## src/logic/soe_flags_params.svh

```systemverilog
`ifndef SOE_FLAGS_PARAMS_SVH
`define SOE_FLAGS_PARAMS_SVH
`define NUM_INPUTS 16
`define ACK_SEL_W 2
`define ACK_ON_OFF 2'h0
`define ACK_OFF_ON 2'h1
`define ACK_BOTH 2'h2
`define HOLD_DEFAULT 1'h0
`define FLAGS_RESET 16'h0000
`endif

```

## src/logic/soe_flags_pkg.sv

```systemverilog
package soe_flags_pkg;
  typedef logic [15:0] point_word_t;
  typedef logic [1:0] ack_sel_t;
endpackage

```

## src/logic/pin_sync.sv

```systemverilog
`timescale 1ns/100ps
`include "soe_flags_params.svh"
module pin_sync
  import soe_flags_pkg::*;
(
  input wire logic clk_sys,
  input wire logic sys_rst,
  input wire point_word_t async_in,
  output point_word_t sync_out
);
  point_word_t meta_r;
  always_ff @(posedge clk_sys) begin
    if (sys_rst) begin
      meta_r <= `FLAGS_RESET;
      sync_out <= `FLAGS_RESET;
    end else begin
      meta_r <= async_in;
      sync_out <= meta_r;
    end
  end
endmodule

```

## src/logic/event_status_flags.sv

```systemverilog
`timescale 1ns/100ps
`include "soe_flags_params.svh"
module event_status_flags
  import soe_flags_pkg::*;
(
  // clock and reset
  input wire logic clk_sys,
  input wire logic sys_rst,
  // events from capture logic (same clock, except chatter_active, which is synchronised)
  input wire point_word_t chatter_active,
  input wire point_word_t filtered_in,
  input wire point_word_t rise_event,
  input wire point_word_t fall_event,
  input wire logic report_tick,
  input wire logic reset_all_events,
  // configuration
  input wire logic hold_first_stamp,
  // acknowledge from controller
  input wire logic ack_valid,
  input wire ack_sel_t edge_ack_select,
  input wire point_word_t fresh_stamp_ack,
  // status toward controller
  output point_word_t fault_flags,
  output point_word_t input_state,
  output point_word_t fresh_stamp_flags,
  output point_word_t stamp_overrun_flags,
  output point_word_t rise_stamp_write,
  output point_word_t fall_stamp_write,
  output logic report_send
);
  // synchronised chatter level, one bit per input
  point_word_t chatter_sync;
  // stamps waiting for an acknowledge, one word per edge direction
  point_word_t rise_held_r;
  point_word_t fall_held_r;
  // acknowledge decoded per edge direction
  logic ack_hits_rise;
  logic ack_hits_fall;
  point_word_t ack_rise;
  point_word_t ack_fall;
  point_word_t ack_fresh;
  // clear vectors: acknowledge or reset of all events
  point_word_t rise_clr;
  point_word_t fall_clr;
  point_word_t fresh_clr;
  // events that store a stamp this cycle
  point_word_t rise_take;
  point_word_t fall_take;
  point_word_t new_stamp;
  logic any_take;
  // new edge meets a pending stamp of the same direction
  point_word_t rise_collide;
  point_word_t fall_collide;
  point_word_t overrun_hit;

  // chatter comes from a slower detector domain
  // two flops: its level may change anywhere in our cycle
  pin_sync u_chatter_sync (
    .clk_sys(clk_sys),
    .sys_rst(sys_rst),
    .async_in(chatter_active),
    .sync_out(chatter_sync)
  );

  // selector decode; code 3 matches neither edge
  function automatic logic sel_hits(input ack_sel_t sel, input logic rising);
    logic hit;
    hit = 1'b0;
    case (sel)
      `ACK_ON_OFF: begin
        hit = !rising;
      end
      `ACK_OFF_ON: begin
        hit = rising;
      end
      `ACK_BOTH: begin
        hit = 1'b1;
      end
      default: begin
        hit = 1'b0;
      end
    endcase
    sel_hits = hit;
  endfunction

  // per-input acknowledge word, qualified by valid and by the edge match
  function automatic point_word_t ack_gate(input logic valid, input logic hit,
                                           input point_word_t ack_bits);
    if (valid && hit) begin
      ack_gate = ack_bits;
    end else begin
      ack_gate = `FLAGS_RESET;
    end
  endfunction

  // clear first, then set, so an event never loses to a same-cycle clear
  function automatic point_word_t set_over_clear(input point_word_t cur_flags,
                                                 input point_word_t clr_mask,
                                                 input point_word_t set_mask);
    set_over_clear = (cur_flags & ~clr_mask) | set_mask;
  endfunction

  // when holding, a pending same-edge stamp blocks the new one
  function automatic point_word_t stamp_allow(input point_word_t ev, input point_word_t held,
                                              input logic hold);
    if (hold) begin
      stamp_allow = ev & ~held;
    end else begin
      stamp_allow = ev;
    end
  endfunction

  // acks are one-cycle pulses; nothing here stretches them
  always_comb begin
    ack_hits_rise = sel_hits(edge_ack_select, 1'b1);
    ack_hits_fall = sel_hits(edge_ack_select, 1'b0);
    ack_rise = ack_gate(ack_valid, ack_hits_rise, fresh_stamp_ack);
    ack_fall = ack_gate(ack_valid, ack_hits_fall, fresh_stamp_ack);
    // the fresh flag ignores the selector, so code 3 still clears it
    ack_fresh = ack_gate(ack_valid, 1'b1, fresh_stamp_ack);
  end

  // reset of all events wipes pending stamps and fresh flags, never overrun
  always_comb begin
    rise_clr = reset_all_events ? ~`FLAGS_RESET : ack_rise;
    fall_clr = reset_all_events ? ~`FLAGS_RESET : ack_fall;
    fresh_clr = reset_all_events ? ~`FLAGS_RESET : ack_fresh;
  end

  // limitation: rise and fall on one input in one cycle both stamp
  always_comb begin
    rise_take = stamp_allow(rise_event, rise_held_r, hold_first_stamp);
    fall_take = stamp_allow(fall_event, fall_held_r, hold_first_stamp);
    new_stamp = rise_take | fall_take;
    any_take = |new_stamp;
  end

  // a collision overruns in both modes: skipped when holding, overwritten if not
  always_comb begin
    rise_collide = rise_event & rise_held_r;
    fall_collide = fall_event & fall_held_r;
    overrun_hit = rise_collide | fall_collide;
  end

  // fault follows chatter bit for bit, clears itself when it stops
  always_ff @(posedge clk_sys) begin
    if (sys_rst) begin
      fault_flags <= `FLAGS_RESET;
    end else begin
      fault_flags <= chatter_sync;
    end
  end

  // filtered level only; raw pin changes never reach the status word
  always_ff @(posedge clk_sys) begin
    if (sys_rst) begin
      input_state <= `FLAGS_RESET;
    end else begin
      input_state <= filtered_in;
    end
  end

  // pending rise stamps; a matching selector or a reset of all events releases them
  always_ff @(posedge clk_sys) begin
    if (sys_rst) begin
      rise_held_r <= `FLAGS_RESET;
    end else begin
      rise_held_r <= set_over_clear(rise_held_r, rise_clr, rise_take);
    end
  end

  // pending fall stamps; a matching selector or a reset of all events releases them
  always_ff @(posedge clk_sys) begin
    if (sys_rst) begin
      fall_held_r <= `FLAGS_RESET;
    end else begin
      fall_held_r <= set_over_clear(fall_held_r, fall_clr, fall_take);
    end
  end

  // fresh flag: a stored stamp of either edge sets it, ack or reset of all events clears it
  // an event in the clearing cycle must survive, or its stamp goes unseen
  always_ff @(posedge clk_sys) begin
    if (sys_rst) begin
      fresh_stamp_flags <= `FLAGS_RESET;
    end else begin
      fresh_stamp_flags <= set_over_clear(fresh_stamp_flags, fresh_clr, new_stamp);
    end
  end

  // only a module reset clears overrun; acks and event resets do not
  always_ff @(posedge clk_sys) begin
    if (sys_rst) begin
      stamp_overrun_flags <= `FLAGS_RESET;
    end else begin
      stamp_overrun_flags <= stamp_overrun_flags | overrun_hit;
    end
  end

  // store strobe for the rise stamp word; without holding it overwrites
  always_ff @(posedge clk_sys) begin
    if (sys_rst) begin
      rise_stamp_write <= `FLAGS_RESET;
    end else begin
      rise_stamp_write <= rise_take;
    end
  end

  // store strobe for the fall stamp word; without holding it overwrites
  always_ff @(posedge clk_sys) begin
    if (sys_rst) begin
      fall_stamp_write <= `FLAGS_RESET;
    end else begin
      fall_stamp_write <= fall_take;
    end
  end

  // one report after any stored stamp and at every interval tick
  // a skipped stamp sends nothing: the data has not changed
  always_ff @(posedge clk_sys) begin
    if (sys_rst) begin
      report_send <= 1'b0;
    end else begin
      report_send <= report_tick || any_take;
    end
  end
endmodule

```

## config.mk

```make
export PLATFORM = sky130hd
export DESIGN_NAME = event_status_flags
export DESIGN_NICKNAME = d
export VERILOG_FILES = /design/src/logic/soe_flags_pkg.sv /design/src/logic/pin_sync.sv /design/src/logic/event_status_flags.sv
export VERILOG_INCLUDE_DIRS = /design/src /design/src/logic
export SDC_FILE = /design/constraint.sdc
export NUM_CORES = 1
export LEC_CHECK = 0
export BUFFER_PORTS_ARGS = -buffer_cell sky130_fd_sc_hd__buf_2
export CAP_MARGIN = 25
export CORE_AREA = 2 2 126 128
export CTS_CLUSTER_DIAMETER = 50
export CTS_CLUSTER_SIZE = 12
export DETAILED_ROUTE_END_ITERATION = 8
export DIE_AREA = 0 0 128 130
export GPL_TIMING_DRIVEN = 0
export PLACE_DENSITY = 0.66
export SLEW_MARGIN = 20
export SYNTH_ARGS = -nofsm -noshare
export SYNTH_HDL_FRONTEND = slang
export SYNTH_SLANG_ARGS = --single-unit
```

## constraint.sdc

```tcl
create_clock -name clk_sys -period 1.95 [get_ports clk_sys]
set_clock_uncertainty 0.1 [all_clocks]
set_input_delay 0.0975 -clock clk_sys [delete_from_list [all_inputs] [get_ports clk_sys]]
set_output_delay 0.0975 -clock clk_sys [all_outputs]
set_load 0.005 [all_outputs]
```

; ---- Word-level counts from Yosys, hierarchy flattened
; Index checks and enable logic that the tools add are counted.
[op_classes]
bitwise_logic = 18
n_reduce_logical = 7
n_mux = 10
eq_ne = 2
[op_table]
columns = operator, count
row1 = 16-bit two-way mux, 8
row2 = 16-bit bitwise AND, 7
row3 = 16-bit bitwise OR, 6
row4 = 16-bit inverter, 5
row5 = 16-bit OR reduction, 1
row6 = 2-bit OR reduction, 2
row7 = 2-bit by 1-bit equality test with 1-bit output (second input constant), 1
row8 = 2-bit equality test (second input constant), 1
row9 = 1-bit logical AND, 2
row10 = 2-bit logical NOT, 1
row11 = 1-bit two-way mux, 2
row12 = 1-bit logical OR, 1
[totals]
out_inout_bits = 97
regBits = 161
wordCells = 48

; ---- Logic depth before layout (Yosys ltp)
; Gate-level depths: netlist (run 1).
[depth]
depth_word = 9
depth_mapped = 7

; ---- Cells and area by module
; A second synthesis (run 1) with hierarchy kept.
[unflattened]
hier_cells = 508
hier_area_um2 = 5311.3
[modules_own_cells]
columns = mod, area_per_inst_um2, cells_each, n_inst, seq_area_each_um2
row1 = event_status_flags, 4448.0, 441, 1, 2582.5
row2 = pin_sync, 863.3, 67, 1, 640.6

; ---- Worst setup path after synthesis (run 1)
; OpenSTA, ideal clock, no wires.
[synth_path]
path_kind = register -> register
startpoint = register fall_held_r[13]
endpoint = register report_send
setup_time_ps = 133
arrival_ps = 1215
synth_period_minus_slack_ps = 1448
path_slack_ps = 502
stages_incl_launch_ff = 6
required_ps = 1717
path_cell_list = dfxtp_1 > a21bo_2 > nand2_1 > or4_1 > nor3_2 > a31oi_1
[synth_via]
elab_chain_len = 6
[synth_lines]
columns = element, line
row1 = from (decl), event_status_flags.sv:35  ; point_word_t fall_held_r;
row2 = from (signal assigned), event_status_flags.sv:175  ; fall_held_r <= `FLAGS_RESET;
row3 = from (signal assigned), event_status_flags.sv:177  ; fall_held_r <= set_over_clear(fall_held_r, fall_clr, fall_take);
row4 = 16-bit inverter, event_status_flags.sv:107  ; stamp_allow = ev & ~held;
row5 = 16-bit bitwise AND, event_status_flags.sv:107
row6 = 16-bit two-way mux, event_status_flags.sv:106  ; if (hold) begin
row7 = 16-bit bitwise OR, event_status_flags.sv:134  ; new_stamp = rise_take | fall_take;
row8 = 16-bit OR reduction, event_status_flags.sv:135  ; any_take = |new_stamp;
row9 = 1-bit logical OR, event_status_flags.sv:224  ; report_send <= report_tick || any_take;
row10 = to (signal assigned), event_status_flags.sv:224
row11 = to (decl), event_status_flags.sv:29  ; output logic report_send
; Every way passes these cells.
; A chain may end at the register's enable or synchronous reset.

; ---- Worst setup path in the final report (run 1)
[layout_path]
startpoint = input ack_valid
endpoint = register rise_held_r[13]
[layout_via]
elab_chain_len = 6
[layout_lines]
columns = element, line
row1 = from (decl), event_status_flags.sv:19  ; input wire logic ack_valid,
row2 = 1-bit logical AND, event_status_flags.sv:89  ; if (valid && hit) begin
row3 = 16-bit two-way mux, event_status_flags.sv:89
row4 = 16-bit two-way mux, event_status_flags.sv:125  ; rise_clr = reset_all_events ? ~`FLAGS_RESET : ack_rise;
row5 = 16-bit inverter, event_status_flags.sv:100  ; set_over_clear = (cur_flags & ~clr_mask) | set_mask;
row6 = 16-bit bitwise AND, event_status_flags.sv:100
row7 = 16-bit bitwise OR, event_status_flags.sv:100
row8 = to (signal assigned), event_status_flags.sv:166  ; rise_held_r <= `FLAGS_RESET;
row9 = to (signal assigned), event_status_flags.sv:168  ; rise_held_r <= set_over_clear(rise_held_r, rise_clr, rise_take);
row10 = to (decl), event_status_flags.sv:34  ; point_word_t rise_held_r;
; Every way passes these cells.

==> results of run 1 <==
-- per-layer routing --
| layer | vias up | part of all wire [%] | track usage, % |
|---|---|---|---|
| met5 | - | 0 | 0 |
| li1 | 2367 | - | - |
| met1 | 2220 | 43 | 24.3 |
| met3 | 38 | 6.6 | 4.92 |
| met4 | 0 | 2.5 | 8.14 |
| met2 | 188 | 48 | 32.1 |
-- where the power goes --
| group | switching (uW) | total [uW] | internal [uW] |
|---|---|---|---|
| clock | 1320 | 3470 | 2150 |
| combinational | 418 | 902 | 483 |
| sequential | 115 | 3620 | 3500 |
| total | 1860 | 7990 | 6140 |
-- area by class of cell --
type                            count  area (sq um)
Inverter                           33           124
Multi-Input combinational cell    285          1830
Fill cell                        1371          7420
Clock buffer                       19           433
Buffer                             28           115
Timing Repair Buffer              276          1850
Tap cell                          192           240
Sequential cell                   161          3220
Clock inverter                     13           185
-- cells in the final DEF, fill, tap and decap left out --
| master | n |
|---|---|
| a31oi_1 | 17 |
| nor3_2 | 1 |
| a211oi_1 | 30 |
| buf_4 | 1 |
| o21bai_1 | 14 |
| ha_1 | 2 |
| and2_1 | 1 |
| clkinv_4 | 2 |
| a31o_1 | 1 |
| a31o_2 | 31 |
| o221ai_2 | 2 |
| or4_1 | 3 |
| clkinvlp_4 | 2 |
| inv_6 | 2 |
| o21bai_2 | 1 |
| clkbuf_16 | 17 |
| clkinv_2 | 3 |
| a21bo_2 | 2 |
| nor2b_1 | 64 |
| clkbuf_1 | 19 |
| o221ai_1 | 13 |
| dlygate4sd3_1 | 94 |
| dfxtp_1 | 161 |
| o21a_1 | 1 |
| buf_1 | 5 |
| a221oi_1 | 16 |
| nor3_1 | 1 |
| bufinv_16 | 4 |
| nor2_1 | 36 |
| nand2_1 | 49 |
| buf_2 | 187 |
| inv_1 | 33 |
-- cell families after synthesis --
family / after synthesis
flip-flops: 161
AND/OR/NAND/NOR: 155
AO/OA/AOI/OAI: 128
buffers and inverters: 61
adder cells (fa/ha/maj): 2
-- sequential cells by signal, summed over array words and instances, names as in the netlist --
| signal | cells |
|---|---|
| u_chatter_sync.meta_r | 16 |
| input_state | 16 |
| rise_held_r | 16 |
| u_chatter_sync.sync_out | 16 |
| fall_stamp_write | 16 |
| fault_flags | 16 |
| fall_held_r | 16 |
| report_send | 1 |
| stamp_overrun_flags | 16 |
| rise_stamp_write | 16 |
| fresh_stamp_flags | 16 |
-- per-stage QoR --
stage / setup WS (ps) / power [uW] / util, % / hold WS [ps]
2_1_floorplan: 502 / 4030 / - / 126
3_3_place_gp: 74.1 / 4390 / 41.8 / 206
3_5_place_dp: 56.4 / 4400 / 41.8 / 210
4_1_cts: 131 / 8070 / 51.9 / 22.9
5_1_grt: 77.3 / 8300 / 51.9 / 59.6
6_report: 161 / 7990 / 51.9 / 39.2
-- worst min-delay path: stages --
cell and delay [ps]:
buf_2 100, inv_1 120, a31oi_1 160, nor2_1 40
-- how the worst max path moves through the flow --
stage | startpoint | endpoint | slack (ps) | depth (start not counted)
after floorplan | fall_held_r[13]$_SDFF_PP0_ | report_send$_SDFF_PP0_ | 500 | 5
after global placement | sys_rst | stamp_overrun_flags[8]$_SDFF_PP0_ | 70 | 5
after detailed placement | sys_rst | stamp_overrun_flags[4]$_SDFF_PP0_ | 60 | 5
after CTS | ack_valid | rise_held_r[13]$_SDFF_PP0_ | 130 | 7
after global routing | ack_valid | rise_held_r[11]$_SDFF_PP0_ | 80 | 7
final | ack_valid | rise_held_r[13]$_SDFF_PP0_ | 160 | 7
==> summary.md, run 1 <==
| Metric | Value |
|---|---|
| R2r endpoint | `report_send$_SDFF_PP0_` |
| Crit end category | `flop` |
| Final hold vios | `0` |
| Register-to-Register Path Depth | `5` |
| Compound-Gate Fraction of Synth Area | `19.7%` |
| Synth area leader | `dfxtp_1` |
| Yosys top cell area share | `60.9%` |
| Final nets | `892` |
| Register area share after synthesis | `60.9%` |
| TritonCTS Buffers | `17` |
| Wire per inst | `16.0 um` |
| R2R setup slack | `300 ps` |
| Fmax | `559 MHz` |
| Skew-Pair Late Insertion Delay | `420 ps` |
| Number of global-route vias before repair | `4742` |
| Post-synthesis xor/xnor area fraction | `0%` |
| Gp weighted congestion | `0.793` |
| Area growth from synthesis to layout | `51.2%` |
| Clk root buf | `clkbuf_16` |
| Post-synth design cell area | `0.00529 sq mm` |
| Critical Path Start Type | `primary input` |
| CP Buf/Inv Count | `4` |
| DRT Pass-1 Iters | `4` |
| Clock Path Buffers | `2` |
| Clock transition at path regs | `70 ps` |
| Cell family with most CP delay | `buffers and inverters` |
| Fin area | `0.00800 sq mm` |
| Die ar. | `0.0166 sq mm` |
| Hold Crit Class | `primary input to flop` |
| DR vias | `4813` |
| Slew HR | `48.0%` |
| Hold Buf Count CTS | `94` |
| Mux cell area share after synthesis | `0%` |
| Ys Warns | `0` |
| Row count | `46` |
| Final Slew Violations | `0` |
| Global-route wire length before repair | `24.4 mm` |
| # DRC | `0` |
| Area after DPL | `0.00644 sq mm` |
| Layout cells sized above 1 | `31.3%` |
| Core area | `0.0154 sq mm` |
| DIE WIDTH | `128 um` |
| #FFs+latches synth | `161` |
| Req. time, crit path | `2160 ps` |
| Cell total after placement | `881` |
| CP Max Fanout | `10` |
| H-tree depth | `4` |
| Number of synthesized flops with an enable pin | `0` |
| Mapped Nets | `597` |
| Largest stage delay on the critical path | `530 ps` |
| HPWL Detailed | `10.7 mm` |
| Post-Synth Simple-Gate Area | `14.4%` |
| Most numerous cell in the Yosys netlist | `dfxtp_1` |
| Gr ovfl total | `0` |
| PostCTS Resize Cnt | `0` |
| Critical path class | `primary input to flop` |
| Largest family of logic cells by synthesized area | `compound AO/OA/AOI/OAI gates` |
| VDD IR-drop max | `0.596 mV` |
| CP arrival | `2000 ps` |
| Slowest CP cell | `dlygate4sd3_1` |
| PortBufs | `182` |
| Ranking of synthesized cells by area | `dfxtp_1 (61%), nor2b_1 (7.6%), a31o_2 (5.1%)` |
| WL final | `16.1 mm` |
| Synth cell types | `25` |
| Adder and majority gate portion of the synthesized area | `0.473%` |
| Hold-critical path depth | `4` |
| Period utilization | `91.8%` |
| Post-synth top cells | `dfxtp_1 (161), nor2b_1 (64), nand2_1 (49)` |
| Post-DRT Antenna Nets | `0` |
| Overall Global Routing Usage | `19.4%` |
| Postcts setup bufs | `0` |
| Antenna violations before repair | `0` |
| Die height | `130 um` |
| Post-Syn Area per Cell | `10.4 sq um` |
| Async S/R FF share, synth | `0%` |
| Max_cap viols | `0` |
| Vias per Instance | `4.78` |
| Tmin final | `1790 ps` |
| Crit-path cells | `dlygate4sd3_1 > buf_2 > and2_1 > clkbuf_1 > buf_2 > nand2_1 > a31o_2` |
| Largest net degree at the start of global routing | `17` |
| Cell repeated most along the worst path | `buf_2` |
| Least-Margin Pin Slew | `780 ps` |
| Total clock sinks | `161` |
| Final setup fails | `0` |
| Final non-filler cell total | `1007` |
| Hold Crit Start | `reset_all_events` |
| Synth Flop Type | `dfxtp_1` |
| Initial Util | `34.3%` |
| Ant diodes | `0` |
| Leak Pwr | `0.00362 uW` |
| Pwr/cell area | `999 mW/mm^2` |
| Hold-critical path endpoint | `fresh_stamp_flags[2]$_SDFF_PP0_` |
| CTS tree | `yes` |
| Synth Instances | `507` |
| Status | `finished, final reports clean` |
| IO Pins | `185` |
| Iter 0 DRT Violations | `232` |
| Setup_tns | `0 ps` |
| Unrepaired setup endpoints after global routing | `no` |
| FF-to-FF Start | `fall_held_r[13]$_SDFF_PP0_` |
Power figures use the tool's default switching activity.
==> inputs of run 2 (changes only) <==
==> constraint.sdc (replaced) <==
create_clock -name clk_sys -period 1.8 [get_ports clk_sys]
set_clock_uncertainty 0.1 [all_clocks]
set_input_delay 0.09 -clock clk_sys [delete_from_list [all_inputs] [get_ports clk_sys]]
set_output_delay 0.09 -clock clk_sys [all_outputs]
set_load 0.005 [all_outputs]
==> run 2 against run 1 <==
Against the previous run: clock power grew 8.6%; die area unchanged; routed wire length rose by 0.62%; register-to-register slack got worse by 160 ps; critical endpoint is now report_send$_SDFF_PP0_; via count increased by 0.91%; largest power group unchanged; global-route usage up 0.061 points; hold slack worse by 0.91 ps; sequential cell count is the same; combinational power rose by 8.6%.
==> summary.md, run 2 (synthesized netlist as in run 1, its figures left out) <==
| Metric | Value |
|---|---|
| Status | `finished, final reports clean` |
| Global-route wire length before repair | `24.4 mm` |
| Iter 0 DRT Violations | `235` |
| Req. time, crit path | `1970 ps` |
| Die height | `130 um` |
| Post-DRT Antenna Nets | `0` |
| Pwr/cell area | `1080 mW/mm^2` |
| Final Slew Violations | `0` |
| Gr ovfl total | `0` |
| Most frequent cells in the layout | `buf_2 (187), dfxtp_1 (161), dlygate4sd3_1 (94), nor2b_1 (64), nand2_1 (49)` |
| Critical path launch point | `hold_first_stamp` |
| Slowest CP cell | `or4_1` |
| IO Pins | `185` |
| Clock transition at path regs | `70 ps` |
| Fmax | `575 MHz` |
| Max_cap viols | `0` |
| H-tree depth | `4` |
| Postcts setup bufs | `0` |
| Crit end category | `flop` |
| Overall Global Routing Usage | `19.5%` |
| Row count | `46` |
| Vias per Instance | `4.82` |
| Leak Pwr | `0.00362 uW` |
| WL final | `16.2 mm` |
| Crit-path cells | `dlygate4sd3_1 > buf_4 > o21bai_1 > o221ai_1 > or4_1 > nor3_2 > a31oi_1` |
| Skew-Pair Late Insertion Delay | `420 ps` |
| Least-Margin Pin Slew | `805 ps` |
| Final hold vios | `0` |
| CP Buf/Inv Count | `2` |
| Final non-filler cell total | `1007` |
| VDD IR-drop max | `0.644 mV` |
| DIE WIDTH | `128 um` |
| Period utilization | `96.7%` |
| Unrepaired setup endpoints after global routing | `no` |
| # DRC | `0` |
| Area growth from synthesis to layout | `51.2%` |
| Cell total after placement | `881` |
| Clk root buf | `clkbuf_16` |
| Largest stage delay on the critical path | `560 ps` |
| Gp weighted congestion | `0.793` |
| Number of global-route vias before repair | `4737` |
| PortBufs | `182` |
| CP arrival | `1920 ps` |
| Cell family with most CP delay | `buffers and inverters` |
| Overall Power | `8670 uW` |
| DR vias | `4857` |
| FF-to-FF Start | `fall_held_r[13]$_SDFF_PP0_` |
| Clock Path Buffers | `2` |
| Final nets | `892` |
| Critical path class | `primary input to flop` |
| HPWL Detailed | `10.7 mm` |
| Hold Crit Class | `primary input to flop` |
| Slew HR | `46.4%` |
| Most common cell after layout, fill and taps aside | `buf_2` |
| Die ar. | `0.0166 sq mm` |
| Final setup fails | `0` |
| Layout cells sized above 1 | `31.3%` |
| Largest net degree at the start of global routing | `17` |
| Initial Util | `34.3%` |
| CP Max Fanout | `10` |
| Wire per inst | `16.1 um` |
| Critical Path Start Type | `primary input` |
| CTS tree | `yes` |
| Ant diodes | `0` |
| Hold Crit Start | `reset_all_events` |
| Core area | `0.0154 sq mm` |
| Antenna violations before repair | `0` |
| Total clock sinks | `161` |
| Tmin final | `1740 ps` |
| TritonCTS Buffers | `17` |
| DRT Pass-1 Iters | `5` |
run 2: metal layers:
metal	routed length, um	global-route usage, %	vias up
li1	-	-	2365
met1	7190	24.4	2276
met2	7790	32.1	180
met3	824	4.92	36
met4	437	8.14	0
met5	0	0	-
run 2: report_power, final:
part	total [uW]	leakage (uW)	internal, uW	switching, uW
clock network	3770	0.000298	2330	1440
registers	3920	0.00134	3800	124
logic	980	0.00198	524	456
total	8670	0.00362	6650	2020
run 2: cell type report:
type                       instances  area, sq um
inverter                          33          124
clock buffer                      19          433
timing repair buffer             276         1850
clock inverter                    13          185
multi-input combinational        285         1830
buffer                            28          115
tap                              192          240
fill                            1373         7420
sequential                       161         3220
run 2: worst min-delay path, cell delays in order:
cell and delay, ps:
buf_2 100, inv_1 130, a31oi_1 160, nor2_1 40
run 2: through the flow:
stage                     worst slack (ps)  cell area [sq um]  utilization [%]  setup TNS, ps  hold slack, ps
after detailed placement             -86.1               6440             41.8          -1100             203
after floorplan                        352               5290                -              0             118
after global placement               -68.4               6440             41.8           -831             198
after CTS                             92.6               8000             51.9              0            15.4
final                                 59.6               8000             51.9              0            38.3
after global routing                  13.4               8000             51.9              0            52.1
run 2: path summary, 6_finish.rpt:
kind,endpoint,slack [ps],depth (start not counted)
worst min register to register,fault_flags[14]$_SDFF_PP0_,330,1
worst min-delay path,fresh_stamp_flags[2]$_SDFF_PP0_,40,4
worst max-delay path,report_send$_SDFF_PP0_,60,7
worst max register to register,report_send$_SDFF_PP0_,140,5
run 2: repair_timing:
action | in CTS | in global routing
hold buffers | 94 | 0
resized for setup | 0 | 0
endpoints found under the hold margin | 129 | 0
==> inputs of run 3 (changes only) <==
--- a/config.mk
+++ b/config.mk
@@ -14,6 +14,7 @@
 export DETAILED_ROUTE_END_ITERATION = 8
 export DIE_AREA = 0 0 128 130
 export GPL_TIMING_DRIVEN = 0
+export MAX_ROUTING_LAYER = met4
 export PLACE_DENSITY = 0.66
 export SLEW_MARGIN = 20
 export SYNTH_ARGS = -nofsm -noshare
==> run 3 against run 2 <==
Against the previous run: first-iteration DRC count grew 3.0%; highest routed layer unchanged; via count rose by 0.35%; power is essentially flat; hold slack improved by 1.4 ps; core utilization stayed put; count of clock-buffer cells in the layout did not move; maximum frequency decreased by 0.36%; sequential cell count did not move.
==> summary.md, run 3 (synthesized netlist as in run 1, its figures left out) <==
| Metric | Value |
|---|---|
| H-tree depth | `4` |
| Area growth from synthesis to layout | `51.2%` |
| Status | `finished, final reports clean` |
| Most frequent cells in the layout | `buf_2 (187), dfxtp_1 (161), dlygate4sd3_1 (94), nor2b_1 (64), nand2_1 (49)` |
| Post-DRT Antenna Nets | `0` |
| Gr ovfl total | `0` |
| DR vias | `4874` |
| Postcts setup bufs | `0` |
| Largest net degree at the start of global routing | `17` |
| Final Slew Violations | `0` |
| CP arrival | `1920 ps` |
| Worst setup margin | `53.2 ps` |
| Die ar. | `0.0166 sq mm` |
| Number of global-route vias before repair | `4727` |
| VDD IR-drop max | `0.642 mV` |
| Vias per Instance | `4.84` |
| Iter 0 DRT Violations | `242` |
| DRT Pass-1 Iters | `7` |
| Cell family with most CP delay | `buffers and inverters` |
| Layout cells sized above 1 | `31.3%` |
| Area after DPL | `0.00644 sq mm` |
| Critical path class | `primary input to flop` |
| Final hold vios | `0` |
| FF-to-FF Start | `fall_held_r[13]$_SDFF_PP0_` |
| HPWL Detailed | `10.7 mm` |
| Period utilization | `97.0%` |
| Core area | `0.0154 sq mm` |
| Fin area | `0.00800 sq mm` |
| Pre-CTS worst setup slack | `-86.1 ps` |
| Clock transition at path regs | `70 ps` |
| Row count | `46` |
| IO Pins | `185` |
| Hold Crit Start | `reset_all_events` |
| Register-to-Register Path Depth | `5` |
| Overall Global Routing Usage | `20.1%` |
| Final setup fails | `0` |
| Most common cell after layout, fill and taps aside | `buf_2` |
| CP Buf/Inv Count | `2` |
| Skew-Pair Late Insertion Delay | `420 ps` |
| Final core utilization | `51.9%` |
| Leak Pwr | `0.00362 uW` |
| Global-route wire length before repair | `24.4 mm` |
| Clock Path Buffers | `2` |
| Die height | `130 um` |
| Slowest CP cell | `or4_1` |
| Cell total after placement | `881` |
| R2R setup slack | `150 ps` |
| CTS tree | `yes` |
| CP Max Fanout | `10` |
| WHS | `39.7 ps` |
| Tmin final | `1750 ps` |
| Slew HR | `46.2%` |
| Hold-critical path endpoint | `fresh_stamp_flags[2]$_SDFF_PP0_` |
| Antenna violations before repair | `0` |
| R2r endpoint | `report_send$_SDFF_PP0_` |
| Critical path launch point | `hold_first_stamp` |
| Hold Crit Class | `primary input to flop` |
| Clk root buf | `clkbuf_16` |
| Crit end category | `flop` |
| Hold-critical path depth | `4` |
| Critical Path Start Type | `primary input` |
| Least-Margin Pin Slew | `807 ps` |
| Final nets | `892` |
| WL final | `16.2 mm` |
| Fmax | `572 MHz` |
| Max_cap viols | `0` |
| PortBufs | `182` |
| Ant diodes | `0` |
| Req. time, crit path | `1970 ps` |
| Crit-path cells | `dlygate4sd3_1 > buf_4 > o21bai_1 > o221ai_1 > or4_1 > nor3_2 > a31oi_1` |
| Largest stage delay on the critical path | `560 ps` |
| Initial Util | `34.3%` |
| Gp weighted congestion | `0.805` |
| Total clock sinks | `161` |
| DIE WIDTH | `128 um` |
| Pwr/cell area | `1080 mW/mm^2` |
| # DRC | `0` |
| Unrepaired setup endpoints after global routing | `no` |
| Wire per inst | `16.1 um` |
| Final non-filler cell total | `1007` |
| TritonCTS Buffers | `17` |
-- run 3: cell counts in the layout (fill, tap and decap cells not counted) --
No cell type changed its count.
-- run 3: layer usage --
layer | routed length [um] | track usage [%] | up-vias
met2 | 7820 | 32.1 | 181
met1 | 7230 | 24.6 | 2287
li1 | - | - | 2366
met3 | 797 | 4.76 | 40
met5 | 0 | - | -
met4 | 398 | 8.14 | 0
-- run 3: through the flow --
| stage | total power [uW] | TNS, ps |
|---|---|---|
| finish | 8670 | 0 |
| global route | 9000 | 0 |
| CTS | 8740 | 0 |
| detailed placement | 4770 | -1100 |
| global placement | 4760 | -831 |
| floorplan | 4360 | 0 |
-- run 3: area by class of cell --
cell class / instances / area (sq um)
well taps: 192 / 240
inverters: 33 / 124
plain buffers: 28 / 115
repair buffers: 276 / 1850
fillers: 1373 / 7420
flip-flops and latches: 161 / 3220
clock buffers: 19 / 433
clock inverters: 13 / 185
multi-input cells: 285 / 1830
-- run 3: worst max-delay path by stage --
| stage | slack, ps | to | cells past startpoint |
|---|---|---|---|
| 3_5_place_dp | -90 | stamp_overrun_flags[4]$_SDFF_PP0_ | 5 |
| 3_3_place_gp | -70 | stamp_overrun_flags[8]$_SDFF_PP0_ | 5 |
| 5_1_grt | 20 | report_send$_SDFF_PP0_ | 7 |
| 6_report | 50 | report_send$_SDFF_PP0_ | 7 |
| 2_1_floorplan | 350 | report_send$_SDFF_PP0_ | 5 |
| 4_1_cts | 90 | report_send$_SDFF_PP0_ | 7 |
-- run 3: power breakdown --
| part | internal, uW | leakage (uW) | switching (uW) |
|---|---|---|---|
| logic | 524 | 0.00198 | 457 |
| clock network | 2330 | 0.000298 | 1440 |
| registers | 3800 | 0.00134 | 124 |
-- run 3: worst register-to-register path, stage by stage (launching register included) --
cell and delay [ps]:
dfxtp_1 360, a21bo_2 150, nand2_1 80, or4_1 590, nor3_2 140, a31oi_1 100
-- run 3: what timing repair did --
item                      4_1_cts  5_1_grt
hold endpoints to repair      129        0
resized for setup               0        0
hold buffers                   94        0
